File: src/hdl/guard_ctrl_regs.vh
/*
 Register map, field positions, reset values and timing figures of the
 guard sensor output controller. Assumes a 100 MHz ref_clk and an APB master.
*/
//
// Operation
// - Outputs on only with inputs and safe actuator
// - Outside zone: outputs off, steady yellow
// - Safe zone entry: outputs on, steady green
// - Limit zone: outputs kept, yellow flashing
// - Leaving limit zone: outputs off, yellow
// - Supply watched, self-test run cyclically
// - Input and position results feed decision
// - Outputs switched, shorts and faults detected
// - Contactor feedback must follow output changes
// - Learn request starts actuator replacement
// - Signalling output shows guard closed, variant sense
// - Chain end variant, at most 32 sensors
// - Error state red, code shown by sequence
// - Learning shows purple indication
// - Learned actuator replaces the old code
`ifndef GUARD_CTRL_REGS_VH
`define GUARD_CTRL_REGS_VH

// ----------------------------------------
// Register byte addresses
// ----------------------------------------
`define ADDR_CTRL      12'h000
`define ADDR_STATUS    12'h004
`define ADDR_IRQ_STAT  12'h008
`define ADDR_IRQ_MASK  12'h00c
`define ADDR_CODE      12'h010
`define ADDR_CHAIN     12'h014

// ----------------------------------------
// Control fields
// ----------------------------------------
`define CTRL_EDM       0
`define CTRL_LEARN     1
`define CTRL_INPUTS    2
`define CTRL_INVERT    3
`define CTRL_CLEAR     4
`define CTRL_RST       5'h04

// ----------------------------------------
// Interrupt bits
// ----------------------------------------
`define IRQ_ON         0
`define IRQ_OFF        1
`define IRQ_FAULT      2
`define IRQ_LEARNED    3

// ----------------------------------------
// Fault codes and other values
// ----------------------------------------
`define FLT_NONE       3'h0
`define FLT_SUPPLY     3'h1
`define FLT_SELFTEST   3'h2
`define FLT_OUTPUT     3'h3
`define FLT_FEEDBACK   3'h4
`define FLT_CHAIN      3'h5
`define CODE_RST       16'h0000
`define CHAIN_RST      6'h01
`define CHAIN_MAX      6'h20

// ----------------------------------------
// Timing
// ----------------------------------------
`define CLK_MHZ        100
`define SELFTEST_US    10000
`define ST_WAIT_US     1000
`define FEEDBACK_US    100000
`define BLINK_US       250000
`define OUT_SETTLE_CYC 4'h4

`endif

File: src/hdl/led_indicator.v
/*
 Status indicator sequencer: maps the controller mode onto red, green and
 blue lamp drives. Assumes one mode flag high at a time.
*/
`timescale 1ns/1ns
`include "guard_ctrl_regs.vh"
module led_indicator #(
	parameter BLINK_CYC = `BLINK_US * `CLK_MHZ
) (
	input  wire       ref_clk,
	input  wire       rst,
	input  wire       show_green,
	input  wire       show_yellow,
	input  wire       flash_yellow,
	input  wire       show_purple,
	input  wire       show_red,
	input  wire [2:0] fault_code,
	output reg        led_red,
	output reg        led_green,
	output reg        led_blue
);

	reg [31:0] tick_reg;
	reg        phase_reg;
	reg [3:0]  pulse_reg;
	reg        r_next;
	reg        g_next;
	reg        b_next;

	// Half-period blink clock; pulse counter spans code pulses plus a gap
	always @(posedge ref_clk) begin
		if (rst) begin
			tick_reg  <= 32'h0;
			phase_reg <= 1'b0;
			pulse_reg <= 4'h0;
		end else if (tick_reg == BLINK_CYC - 1) begin
			tick_reg  <= 32'h0;
			phase_reg <= ~phase_reg;
			if (phase_reg) begin
				if (pulse_reg >= {1'b0, fault_code} + 4'h1)
					pulse_reg <= 4'h0;
				else
					pulse_reg <= pulse_reg + 4'h1;
			end
		end else begin
			tick_reg <= tick_reg + 32'h1;
		end
	end

	// Colour choice; the gap after the red pulses shows yellow so the
	// operator can count pulses even from a distance
	always @* begin
		r_next = 1'b0;
		g_next = 1'b0;
		b_next = 1'b0;
		if (show_red) begin
			if (pulse_reg < {1'b0, fault_code})
				r_next = phase_reg;
			else begin
				r_next = 1'b1;
				g_next = 1'b1;
			end
		end else if (show_purple) begin
			r_next = 1'b1;
			b_next = 1'b1;
		end else if (show_green) begin
			g_next = 1'b1;
		end else if (flash_yellow) begin
			r_next = phase_reg;
			g_next = phase_reg;
		end else if (show_yellow) begin
			r_next = 1'b1;
			g_next = 1'b1;
		end
	end

	// Lamp drives from flip-flops
	always @(posedge ref_clk) begin
		if (rst) begin
			led_red   <= 1'b0;
			led_green <= 1'b0;
			led_blue  <= 1'b0;
		end else begin
			led_red   <= r_next;
			led_green <= g_next;
			led_blue  <= b_next;
		end
	end

endmodule

File: src/hdl/guard_sensor_output_controller.v
/*
 Guard sensor output controller: zone state machine, supervision,
 output diagnosis, contactor feedback, actuator learning, APB registers
 and interrupt. Assumes the sensing front end gives zone flags and the
 read actuator code synchronous to ref_clk.
*/
// The address map and the APB slave port were decided locally.
`timescale 1ns/1ns
`include "guard_ctrl_regs.vh"
module guard_sensor_output_controller #(
	parameter SELFTEST_CYC = `SELFTEST_US * `CLK_MHZ,
	parameter ST_WAIT_CYC  = `ST_WAIT_US * `CLK_MHZ,
	parameter FEEDBACK_CYC = `FEEDBACK_US * `CLK_MHZ,
	parameter BLINK_CYC    = `BLINK_US * `CLK_MHZ
) (
	input  wire        ref_clk,
	input  wire        rst,
	input  wire        psel,
	input  wire        penable,
	input  wire        pwrite,
	input  wire [11:0] paddr,
	input  wire [31:0] pwdata,
	output reg  [31:0] prdata,
	output wire        pready,
	output wire        pslverr,
	input  wire        supply_ok,
	output reg         selftest_req,
	input  wire        selftest_done,
	input  wire        selftest_pass,
	input  wire [1:0]  safety_inputs,
	input  wire        zone_safe,
	input  wire        zone_limit,
	input  wire        actuator_present,
	input  wire [15:0] actuator_code,
	input  wire [1:0]  output_readback,
	input  wire        contactor_feedback_input,
	input  wire        learn_request_input,
	output reg  [1:0]  safety_outputs,
	output reg         signal_output,
	output wire        led_red,
	output wire        led_green,
	output wire        led_blue,
	output wire        irq
);

	// ----------------------------------------
	// States
	// ----------------------------------------
	localparam S_IDLE  = 5'b00001;
	localparam S_SAFE  = 5'b00010;
	localparam S_LIMIT = 5'b00100;
	localparam S_LEARN = 5'b01000;
	localparam S_FAULT = 5'b10000;

	reg [4:0]  state_reg;
	reg [4:0]  state_next;
	reg [4:0]  ctrl_reg;
	reg [3:0]  irq_stat_reg;
	reg [3:0]  irq_mask_reg;
	reg [15:0] code_reg;
	reg [5:0]  chain_reg;
	reg [2:0]  fault_reg;
	reg [2:0]  fault_next;
	reg [31:0] st_cnt_reg;
	reg        st_wait_reg;
	reg [31:0] fb_cnt_reg;
	reg [3:0]  settle_reg;
	reg        learn_req_d;
	reg        st_fail;
	reg        ev_learned;
	wire       wr_en;
	wire       rd_setup;
	wire       addr_ok;
	wire       inputs_ok;
	wire       code_ok;
	wire       outs_on;
	wire       out_fault;
	wire       fb_fault;
	wire       chain_fault;
	wire       any_fault;
	wire       learn_edge;
	wire [3:0] ev;

	// ----------------------------------------
	// APB slave
	// ----------------------------------------
	// Zero wait states; unmapped or unaligned address answers with an error
	assign addr_ok  = (paddr == `ADDR_CTRL) || (paddr == `ADDR_STATUS) ||
			(paddr == `ADDR_IRQ_STAT) || (paddr == `ADDR_IRQ_MASK) ||
			(paddr == `ADDR_CODE) || (paddr == `ADDR_CHAIN);
	assign pready   = 1'b1;
	assign pslverr  = psel & penable & ~addr_ok;
	assign wr_en    = psel & penable & pwrite & addr_ok;
	assign rd_setup = psel & ~penable & ~pwrite;

	// Read data captured in the setup cycle, valid during the access phase
	always @(posedge ref_clk) begin
		if (rst) begin
			prdata <= 32'h0;
		end else if (rd_setup) begin
			case (paddr)
			`ADDR_CTRL:     prdata <= {27'h0, ctrl_reg};
			`ADDR_STATUS:   prdata <= {16'h0, 3'h0, fault_reg, safety_outputs,
					signal_output, 1'b0, 1'b0, state_reg};
			`ADDR_IRQ_STAT: prdata <= {28'h0, irq_stat_reg};
			`ADDR_IRQ_MASK: prdata <= {28'h0, irq_mask_reg};
			`ADDR_CODE:     prdata <= {16'h0, code_reg};
			`ADDR_CHAIN:    prdata <= {26'h0, chain_reg};
			default:        prdata <= 32'h0;
			endcase
		end
	end

	// Control, mask and chain registers; the clear bit acts once
	always @(posedge ref_clk) begin
		if (rst) begin
			ctrl_reg     <= `CTRL_RST;
			irq_mask_reg <= 4'h0;
			chain_reg    <= `CHAIN_RST;
		end else begin
			ctrl_reg[`CTRL_CLEAR] <= 1'b0;
			if (wr_en && paddr == `ADDR_CTRL)
				ctrl_reg <= pwdata[4:0];
			if (wr_en && paddr == `ADDR_IRQ_MASK)
				irq_mask_reg <= pwdata[3:0];
			if (wr_en && paddr == `ADDR_CHAIN)
				chain_reg <= pwdata[5:0];
		end
	end

	// ----------------------------------------
	// Interrupts
	// ----------------------------------------
	assign ev = {ev_learned,
			(state_next == S_FAULT) && (state_reg != S_FAULT),
			outs_on & ~(state_next == S_SAFE || state_next == S_LIMIT),
			~outs_on & (state_next == S_SAFE || state_next == S_LIMIT)};

	// Write one to clear; a new event in the same cycle stays set
	always @(posedge ref_clk) begin
		if (rst)
			irq_stat_reg <= 4'h0;
		else if (wr_en && paddr == `ADDR_IRQ_STAT)
			irq_stat_reg <= (irq_stat_reg & ~pwdata[3:0]) | ev;
		else
			irq_stat_reg <= irq_stat_reg | ev;
	end

	assign irq = |(irq_stat_reg & irq_mask_reg);

	// ----------------------------------------
	// Supervision: supply and cyclic self-test
	// ----------------------------------------
	// A missing answer counts as a failed test, so a dead tester cannot hide
	always @(posedge ref_clk) begin
		if (rst) begin
			st_cnt_reg   <= 32'h0;
			st_wait_reg  <= 1'b0;
			selftest_req <= 1'b0;
			st_fail      <= 1'b0;
		end else begin
			selftest_req <= 1'b0;
			st_fail      <= 1'b0;
			if (!st_wait_reg) begin
				if (st_cnt_reg == SELFTEST_CYC - 1) begin
					st_cnt_reg   <= 32'h0;
					st_wait_reg  <= 1'b1;
					selftest_req <= 1'b1;
				end else begin
					st_cnt_reg <= st_cnt_reg + 32'h1;
				end
			end else if (selftest_done) begin
				st_wait_reg <= 1'b0;
				st_cnt_reg  <= 32'h0;
				st_fail     <= ~selftest_pass;
			end else if (st_cnt_reg == ST_WAIT_CYC - 1) begin
				st_wait_reg <= 1'b0;
				st_cnt_reg  <= 32'h0;
				st_fail     <= 1'b1;
			end else begin
				st_cnt_reg <= st_cnt_reg + 32'h1;
			end
		end
	end

	// ----------------------------------------
	// Input watch and actuator position
	// ----------------------------------------
	assign inputs_ok = ~ctrl_reg[`CTRL_INPUTS] | (&safety_inputs);
	assign code_ok   = actuator_present & (actuator_code == code_reg);
	assign outs_on   = safety_outputs[0] | safety_outputs[1];

	// ----------------------------------------
	// Output diagnosis and contactor feedback
	// ----------------------------------------
	// Readback is ignored for a few cycles after a switch to let the
	// driver settle; after that any mismatch is a short or a stuck output
	always @(posedge ref_clk) begin
		if (rst)
			settle_reg <= 4'h0;
		else if ((state_next == S_SAFE || state_next == S_LIMIT) != outs_on)
			settle_reg <= 4'h0;
		else if (settle_reg != `OUT_SETTLE_CYC)
			settle_reg <= settle_reg + 4'h1;
	end

	assign out_fault = (settle_reg == `OUT_SETTLE_CYC) &&
			(output_readback != safety_outputs);

	// NC feedback must read low while outputs are on, high while off
	always @(posedge ref_clk) begin
		if (rst)
			fb_cnt_reg <= 32'h0;
		else if (!ctrl_reg[`CTRL_EDM] || (contactor_feedback_input != outs_on))
			fb_cnt_reg <= 32'h0;
		else if (fb_cnt_reg != FEEDBACK_CYC)
			fb_cnt_reg <= fb_cnt_reg + 32'h1;
	end

	assign fb_fault    = (fb_cnt_reg == FEEDBACK_CYC);
	// A chain end without inputs or a chain too long is a configuration fault
	assign chain_fault = (chain_reg > `CHAIN_MAX) ||
			(chain_reg == 6'h00) ||
			(chain_reg > 6'h01 && !(ctrl_reg[`CTRL_EDM] &&
			ctrl_reg[`CTRL_INPUTS]));
	assign any_fault   = ~supply_ok | st_fail | out_fault | fb_fault | chain_fault;

	// Fault code in priority order; first cause is held until clear
	always @* begin
		fault_next = fault_reg;
		if (fault_reg == `FLT_NONE) begin
			if (!supply_ok)
				fault_next = `FLT_SUPPLY;
			else if (st_fail)
				fault_next = `FLT_SELFTEST;
			else if (out_fault)
				fault_next = `FLT_OUTPUT;
			else if (fb_fault)
				fault_next = `FLT_FEEDBACK;
			else if (chain_fault)
				fault_next = `FLT_CHAIN;
		end else if (ctrl_reg[`CTRL_CLEAR] && !any_fault) begin
			fault_next = `FLT_NONE;
		end
	end

	always @(posedge ref_clk) begin
		if (rst)
			fault_reg <= `FLT_NONE;
		else
			fault_reg <= fault_next;
	end

	// ----------------------------------------
	// Learn request edge
	// ----------------------------------------
	always @(posedge ref_clk) begin
		if (rst)
			learn_req_d <= 1'b0;
		else
			learn_req_d <= learn_request_input;
	end

	assign learn_edge = learn_request_input & ~learn_req_d & ctrl_reg[`CTRL_LEARN];

	// ----------------------------------------
	// Zone and output state machine
	// ----------------------------------------
	// Entry needs the safe zone, leaving waits for the limit zone edge:
	// the gap between the two is the hysteresis that stops chatter
	always @* begin
		state_next = state_reg;
		ev_learned = 1'b0;
		case (state_reg)
		S_IDLE: begin
			if (fault_next != `FLT_NONE)
				state_next = S_FAULT;
			else if (learn_edge)
				state_next = S_LEARN;
			else if (inputs_ok && code_ok && zone_safe)
				state_next = S_SAFE;
		end
		S_SAFE: begin
			if (fault_next != `FLT_NONE)
				state_next = S_FAULT;
			else if (!inputs_ok || !code_ok)
				state_next = S_IDLE;
			else if (!zone_safe && zone_limit)
				state_next = S_LIMIT;
			else if (!zone_safe)
				state_next = S_IDLE;
		end
		S_LIMIT: begin
			if (fault_next != `FLT_NONE)
				state_next = S_FAULT;
			else if (!inputs_ok || !code_ok || !zone_limit)
				state_next = S_IDLE;
			else if (zone_safe)
				state_next = S_SAFE;
		end
		S_LEARN: begin
			if (fault_next != `FLT_NONE)
				state_next = S_FAULT;
			else if (actuator_present && zone_safe &&
					actuator_code != code_reg) begin
				state_next = S_IDLE;
				ev_learned = 1'b1;
			end
		end
		S_FAULT: begin
			if (fault_next == `FLT_NONE)
				state_next = S_IDLE;
		end
		default: state_next = S_FAULT;
		endcase
	end

	always @(posedge ref_clk) begin
		if (rst)
			state_reg <= S_IDLE;
		else
			state_reg <= state_next;
	end

	// New code overwrites the old, which is then refused
	always @(posedge ref_clk) begin
		if (rst)
			code_reg <= `CODE_RST;
		else if (ev_learned)
			code_reg <= actuator_code;
	end

	// Outputs and signalling output from flip-flops
	always @(posedge ref_clk) begin
		if (rst) begin
			safety_outputs <= 2'b00;
			signal_output  <= 1'b0;
		end else begin
			safety_outputs <= {2{state_next == S_SAFE || state_next == S_LIMIT}};
			signal_output  <= (state_next == S_SAFE || state_next == S_LIMIT) ^
					ctrl_reg[`CTRL_INVERT];
		end
	end

	// ----------------------------------------
	// Status indicator
	// ----------------------------------------
	led_indicator #(
		.BLINK_CYC (BLINK_CYC)
	) u_led (
		.ref_clk      (ref_clk),
		.rst          (rst),
		.show_green   (state_reg == S_SAFE),
		.show_yellow  (state_reg == S_IDLE),
		.flash_yellow (state_reg == S_LIMIT),
		.show_purple  (state_reg == S_LEARN),
		.show_red     (state_reg == S_FAULT),
		.fault_code   (fault_reg),
		.led_red      (led_red),
		.led_green    (led_green),
		.led_blue     (led_blue)
	);

endmodule

File: config.mk
export PLATFORM = sky130hd
export DESIGN_NAME = guard_sensor_output_controller
export DESIGN_NICKNAME = d
export VERILOG_FILES = /design/src/hdl/led_indicator.v /design/src/hdl/guard_sensor_output_controller.v
export VERILOG_INCLUDE_DIRS = /design/src /design/src/hdl
export SDC_FILE = /design/constraint.sdc
export NUM_CORES = 1
export LEC_CHECK = 0
export ABC_CLOCK_PERIOD_IN_PS = 3100
export BUFFER_PORTS_ARGS = -buffer_cell sky130_fd_sc_hd__buf_2
export CAP_MARGIN = 20
export CORE_UTILIZATION = 55
export CTS_CLUSTER_DIAMETER = 100
export DETAILED_ROUTE_END_ITERATION = 6
export GPL_ROUTABILITY_DRIVEN = 0
export GPL_TIMING_DRIVEN = 0
export HOLD_SLACK_MARGIN = 0.02
export PLACE_DENSITY = 0.77
export RECOVER_POWER = 50
export SLEW_MARGIN = 20
export SYNTH_ARGS = -nofsm -noshare
export SYNTH_HDL_FRONTEND = slang
export SYNTH_SLANG_ARGS = --single-unit
File: constraint.sdc
create_clock -name ref_clk -period 3.1 [get_ports ref_clk]
set_input_delay 0.62 -clock ref_clk [delete_from_list [all_inputs] [get_ports ref_clk]]
set_output_delay 0.62 -clock ref_clk [all_outputs]
set_load 0.05 [all_outputs]
==> impl_metrics.prom <==
# TYPE chip_impl_metric gauge
chip_impl_metric{name="place_ws",unit="ns"} -0.3724
chip_impl_info{name="ctsRootBufferMaster",value="sky130_fd_sc_hd__clkbuf_16"} 1
chip_impl_info{name="most_frequent_cells_in_the_layout",value="sky130_fd_sc_hd__dfxtp_1 (173), sky130_fd_sc_hd__nor2_1 (150), sky130_fd_sc_hd__clkbuf_1 (69)"} 1
chip_impl_metric{name="detailedRoute.firstIterationViolations",unit=""} 388
chip_impl_info{name="rsz_0062_raised_after_global_routing",value="false"} 1
chip_impl_metric{name="initial_core_util",unit=""} 0.5709
chip_impl_info{name="crit_path_start",value="paddr[7]"} 1
chip_impl_metric{name="clk_transition_reported_paths",unit="ns"} 0.07
chip_impl_metric{name="vias_per_cell",unit=""} 5.563
chip_impl_info{name="layout_commonest_cell",value="sky130_fd_sc_hd__dfxtp_1"} 1
chip_impl_metric{name="regToRegSetupSlack",unit="ns"} 0.21
chip_impl_metric{name="io_pins",unit=""} 119
chip_impl_info{name="crit_path_start_kind",value="primary input"} 1
chip_impl_metric{name="final_nets",unit=""} 1236
chip_impl_metric{name="static-leakage-power",unit="nW"} 3.518
chip_impl_metric{name="numCtsBuffers",unit=""} 17
chip_impl_metric{name="grt_antenna_before_repair",unit=""} 0
chip_impl_info{name="worstHoldPathType",value="in2reg"} 1
chip_impl_metric{name="remaining_drc_errors",unit=""} 0
chip_impl_metric{name="yosys_register_bits",unit=""} 173
chip_impl_metric{name="timing.fmax",unit="GHz"} 0.3393
chip_impl_metric{name="timing.final.crit_share",unit=""} 0.9508
chip_impl_info{name="dominantRegCellSynth",value="sky130_fd_sc_hd__dfxtp_1"} 1
chip_impl_metric{name="routed_wl",unit="um"} 20150
chip_impl_metric{name="drive_gt1_frac",unit=""} 0.1075
chip_impl_metric{name="grt_pass1_vias",unit=""} 6617
chip_impl_metric{name="drt-wirelength-per-cell",unit="um"} 14.76
chip_impl_metric{name="die_height",unit="um"} 128.3
chip_impl_metric{name="num_rows",unit=""} 45
chip_impl_info{name="outcome",value="complete, no violations"} 1
chip_impl_metric{name="dr.pass1.iters",unit=""} 7
chip_impl_metric{name="grt.total_usage",unit=""} 0.2466
chip_impl_metric{name="routed-via-count",unit=""} 7593
chip_impl_metric{name="cts-root-to-sink-buffers",unit=""} 2
chip_impl_metric{name="fin_crit",unit="ns"} 2.948
chip_impl_metric{name="maximum_number_of_pins_on_one_net_before_global_route_repair",unit=""} 17
chip_impl_metric{name="synth.avg_cell_area",unit="um2"} 8.496
chip_impl_metric{name="hpwl_after_detailed_placement",unit="um"} 14580
chip_impl_info{name="tritoncts",value="built"} 1
chip_impl_metric{name="antenna-diode-count",unit=""} 0
chip_impl_metric{name="worst_slew_margin_rel",unit=""} 0.1254
chip_impl_metric{name="floorplan.die_area",unit="um2"} 16460
chip_impl_info{name="reg_to_reg_startpoint",value="chain_reg[1]"} 1
chip_impl_metric{name="final_max_slew_viol_count",unit=""} 0
chip_impl_metric{name="total_placed_cells_including_tap_cells",unit=""} 1333
chip_impl_metric{name="grt_first_pass_wirelength",unit="um"} 32140
chip_impl_metric{name="worst_pin_slew",unit="ns"} 1.300
chip_impl_metric{name="post_route_antenna_net_violation_count",unit=""} 0
chip_impl_metric{name="stdcell_area",unit="um2"} 10040
chip_impl_metric{name="fraction_of_synthesis_flops_using_an_asynchronous_set_or_reset_pin",unit=""} 0
chip_impl_metric{name="vdd_ir_drop_max",unit="mV"} 0.4008
chip_impl_metric{name="holdWs",unit="ns"} 0.4255
chip_impl_metric{name="setup_ws",unit="ns"} 0.1524
chip_impl_metric{name="finalClockSkew",unit="ns"} 0.009504
chip_impl_metric{name="ys.warnings.count",unit=""} 0
chip_impl_metric{name="mappedNetlistArea",unit="um2"} 8776
chip_impl_metric{name="cts-htree-levels",unit=""} 4
chip_impl_metric{name="floorplan.core_area",unit="um2"} 15370
chip_impl_metric{name="io_buffers",unit=""} 73
chip_impl_metric{name="syn_inst",unit=""} 1033
chip_impl_metric{name="ys_seq_area_frac",unit=""} 0.3946
chip_impl_metric{name="crit_arrival",unit="ns"} 3.29
chip_impl_info{name="crit_type",value="in2reg"} 1
chip_impl_metric{name="final_hold_viols",unit=""} 0
chip_impl_metric{name="insertion_delay",unit="ns"} 0.43
chip_impl_metric{name="finish.cell_count_without_fillers",unit=""} 1365
chip_impl_metric{name="post_dp_cell_area",unit="um2"} 9482
chip_impl_metric{name="cp.required",unit="ns"} 3.44
chip_impl_info{name="worstSetupEndpoint",value="prdata[8]"} 1
chip_impl_metric{name="pwr_density_cell",unit="nW/um2"} 497.1
chip_impl_metric{name="reg2regPathDepth",unit=""} 8
chip_impl_metric{name="max-cap-violations",unit=""} 0
chip_impl_metric{name="chipWidth",unit="um"} 128.3
chip_impl_metric{name="grt_overflow",unit=""} 0
chip_impl_metric{name="cts.hold.buffers_added",unit=""} 0
chip_impl_info{name="rr_endpoint",value="settle_reg[3]"} 1
chip_impl_metric{name="finalSetupViolCount",unit=""} 0
chip_impl_info{name="endpoint_kind",value="register"} 1
chip_impl_metric{name="synth_enable_flop_cells",unit=""} 0
chip_impl_metric{name="clock_sink_count",unit=""} 173
chip_impl_metric{name="cts_setup_buffers",unit=""} 0
chip_impl_metric{name="area.growth.synth_to_final",unit="%"} 14.37
chip_impl_metric{name="maximum_fanout_along_the_worst_path",unit=""} 10
chip_impl_metric{name="synth.lib_cells_used.distinct",unit=""} 65
-- cell type report --
type	instances	area (um2)
multi-input combinational	782	4946
clock buffer	21	480.5
clock inverter	11	107.6
timing repair buffer	74	340.3
buffer	67	337.8
fill	1340	5334
sequential	173	3463
tap	211	264.0
inverter	26	97.59
-- critical path, stage by stage --
cell and delay, ns:
sky130_fd_sc_hd__buf_2 0.09, sky130_fd_sc_hd__nor4_1 0.28, sky130_fd_sc_hd__nand3_1 0.31, sky130_fd_sc_hd__nor4_1 1.06, sky130_fd_sc_hd__clkbuf_1 0.50, sky130_fd_sc_hd__nand2_1 0.15
sky130_fd_sc_hd__a211oi_1 0.27
-- synthesized netlist by cell type (8+ instances only) --
| library cell | instances | area [um2] |
|---|---|---|
| sky130_fd_sc_hd__nor4_1 | 29 | 181.4 |
| sky130_fd_sc_hd__nor2_1 | 150 | 563.0 |
| sky130_fd_sc_hd__and4_1 | 8 | 70.07 |
| sky130_fd_sc_hd__and3_1 | 20 | 125.1 |
| sky130_fd_sc_hd__nor2b_1 | 9 | 56.30 |
| sky130_fd_sc_hd__nor3_1 | 29 | 145.1 |
| sky130_fd_sc_hd__nand3_1 | 54 | 270.3 |
| sky130_fd_sc_hd__buf_4 | 20 | 150.1 |
| sky130_fd_sc_hd__dfxtp_1 | 173 | 3463 |
| sky130_fd_sc_hd__a211oi_1 | 12 | 90.09 |
| sky130_fd_sc_hd__nand2b_1 | 36 | 225.2 |
| sky130_fd_sc_hd__xor2_1 | 51 | 446.7 |
| sky130_fd_sc_hd__nand2_1 | 61 | 229.0 |
| sky130_fd_sc_hd__mux2i_1 | 30 | 300.3 |
| sky130_fd_sc_hd__nand3b_1 | 9 | 67.56 |
| sky130_fd_sc_hd__nor4b_1 | 10 | 87.58 |
| sky130_fd_sc_hd__inv_1 | 26 | 97.59 |
| sky130_fd_sc_hd__clkbuf_1 | 42 | 157.7 |
| sky130_fd_sc_hd__nand4_1 | 38 | 237.7 |
| sky130_fd_sc_hd__a21oi_1 | 33 | 165.2 |
| sky130_fd_sc_hd__a221oi_1 | 9 | 78.83 |
| sky130_fd_sc_hd__ha_1 | 18 | 225.2 |
| sky130_fd_sc_hd__o21ai_0 | 18 | 90.09 |
| sky130_fd_sc_hd__xnor2_1 | 62 | 543.0 |
-- kinds of logic after synthesis --
logic type / synth area share
compound gates: 0.08483
fa+ha+maj: 0.02566
other cells: 0.0008558
buf+inv: 0.04961
mux: 0.03721
simple gates: 0.2944
flops: 0.3946
xor+xnor: 0.1128
-- layer usage --
| metal | global-route usage | up-vias | share of wire |
|---|---|---|---|
| met5 | 0 | - | 0 |
| met4 | 0.09204 | 0 | 0.019 |
| met3 | 0.04591 | 25 | 0.044 |
| met2 | 0.3870 | 207 | 0.45 |
| met1 | 0.3373 | 3559 | 0.48 |
| li1 | - | 3802 | - |
-- power by group --
group,internal (mW),total (mW),switching [mW]
clock,1.20,2.11,0.909
sequential,2.27,2.32,0.0441
combinational,0.206,0.565,0.358
-- metrics by stage --
stage	total power, mW	setup TNS [ns]	utilization
CTS	5.024	0	0.6555
detailed placement	2.926	-2.106	0.6169
global placement	2.908	-2.461	0.6155
finish	4.989	0	0.6530
floorplan	2.776	0	-
global route	5.173	0	0.6530
-- worst min path at each step --
stage	start	endpoint	cells after the start
after CTS	selftest_pass	st_fail	2
after floorplan	u_led.tick_reg[0]	u_led.tick_reg[0]	1
after global routing	selftest_pass	st_fail	2
after detailed placement	prdata[6]	prdata[6]	2
final	selftest_pass	st_fail	2
after global placement	u_led.tick_reg[0]	u_led.tick_reg[0]	1
-- timing repair --
action | CTS | global route
pin swaps | 0 | 1
hold endpoints to repair | 0 | 0
resized for setup | 1 | 0
setup endpoints to repair | 3 | 4
No activity file was read; power rests on OpenSTA's default activity.
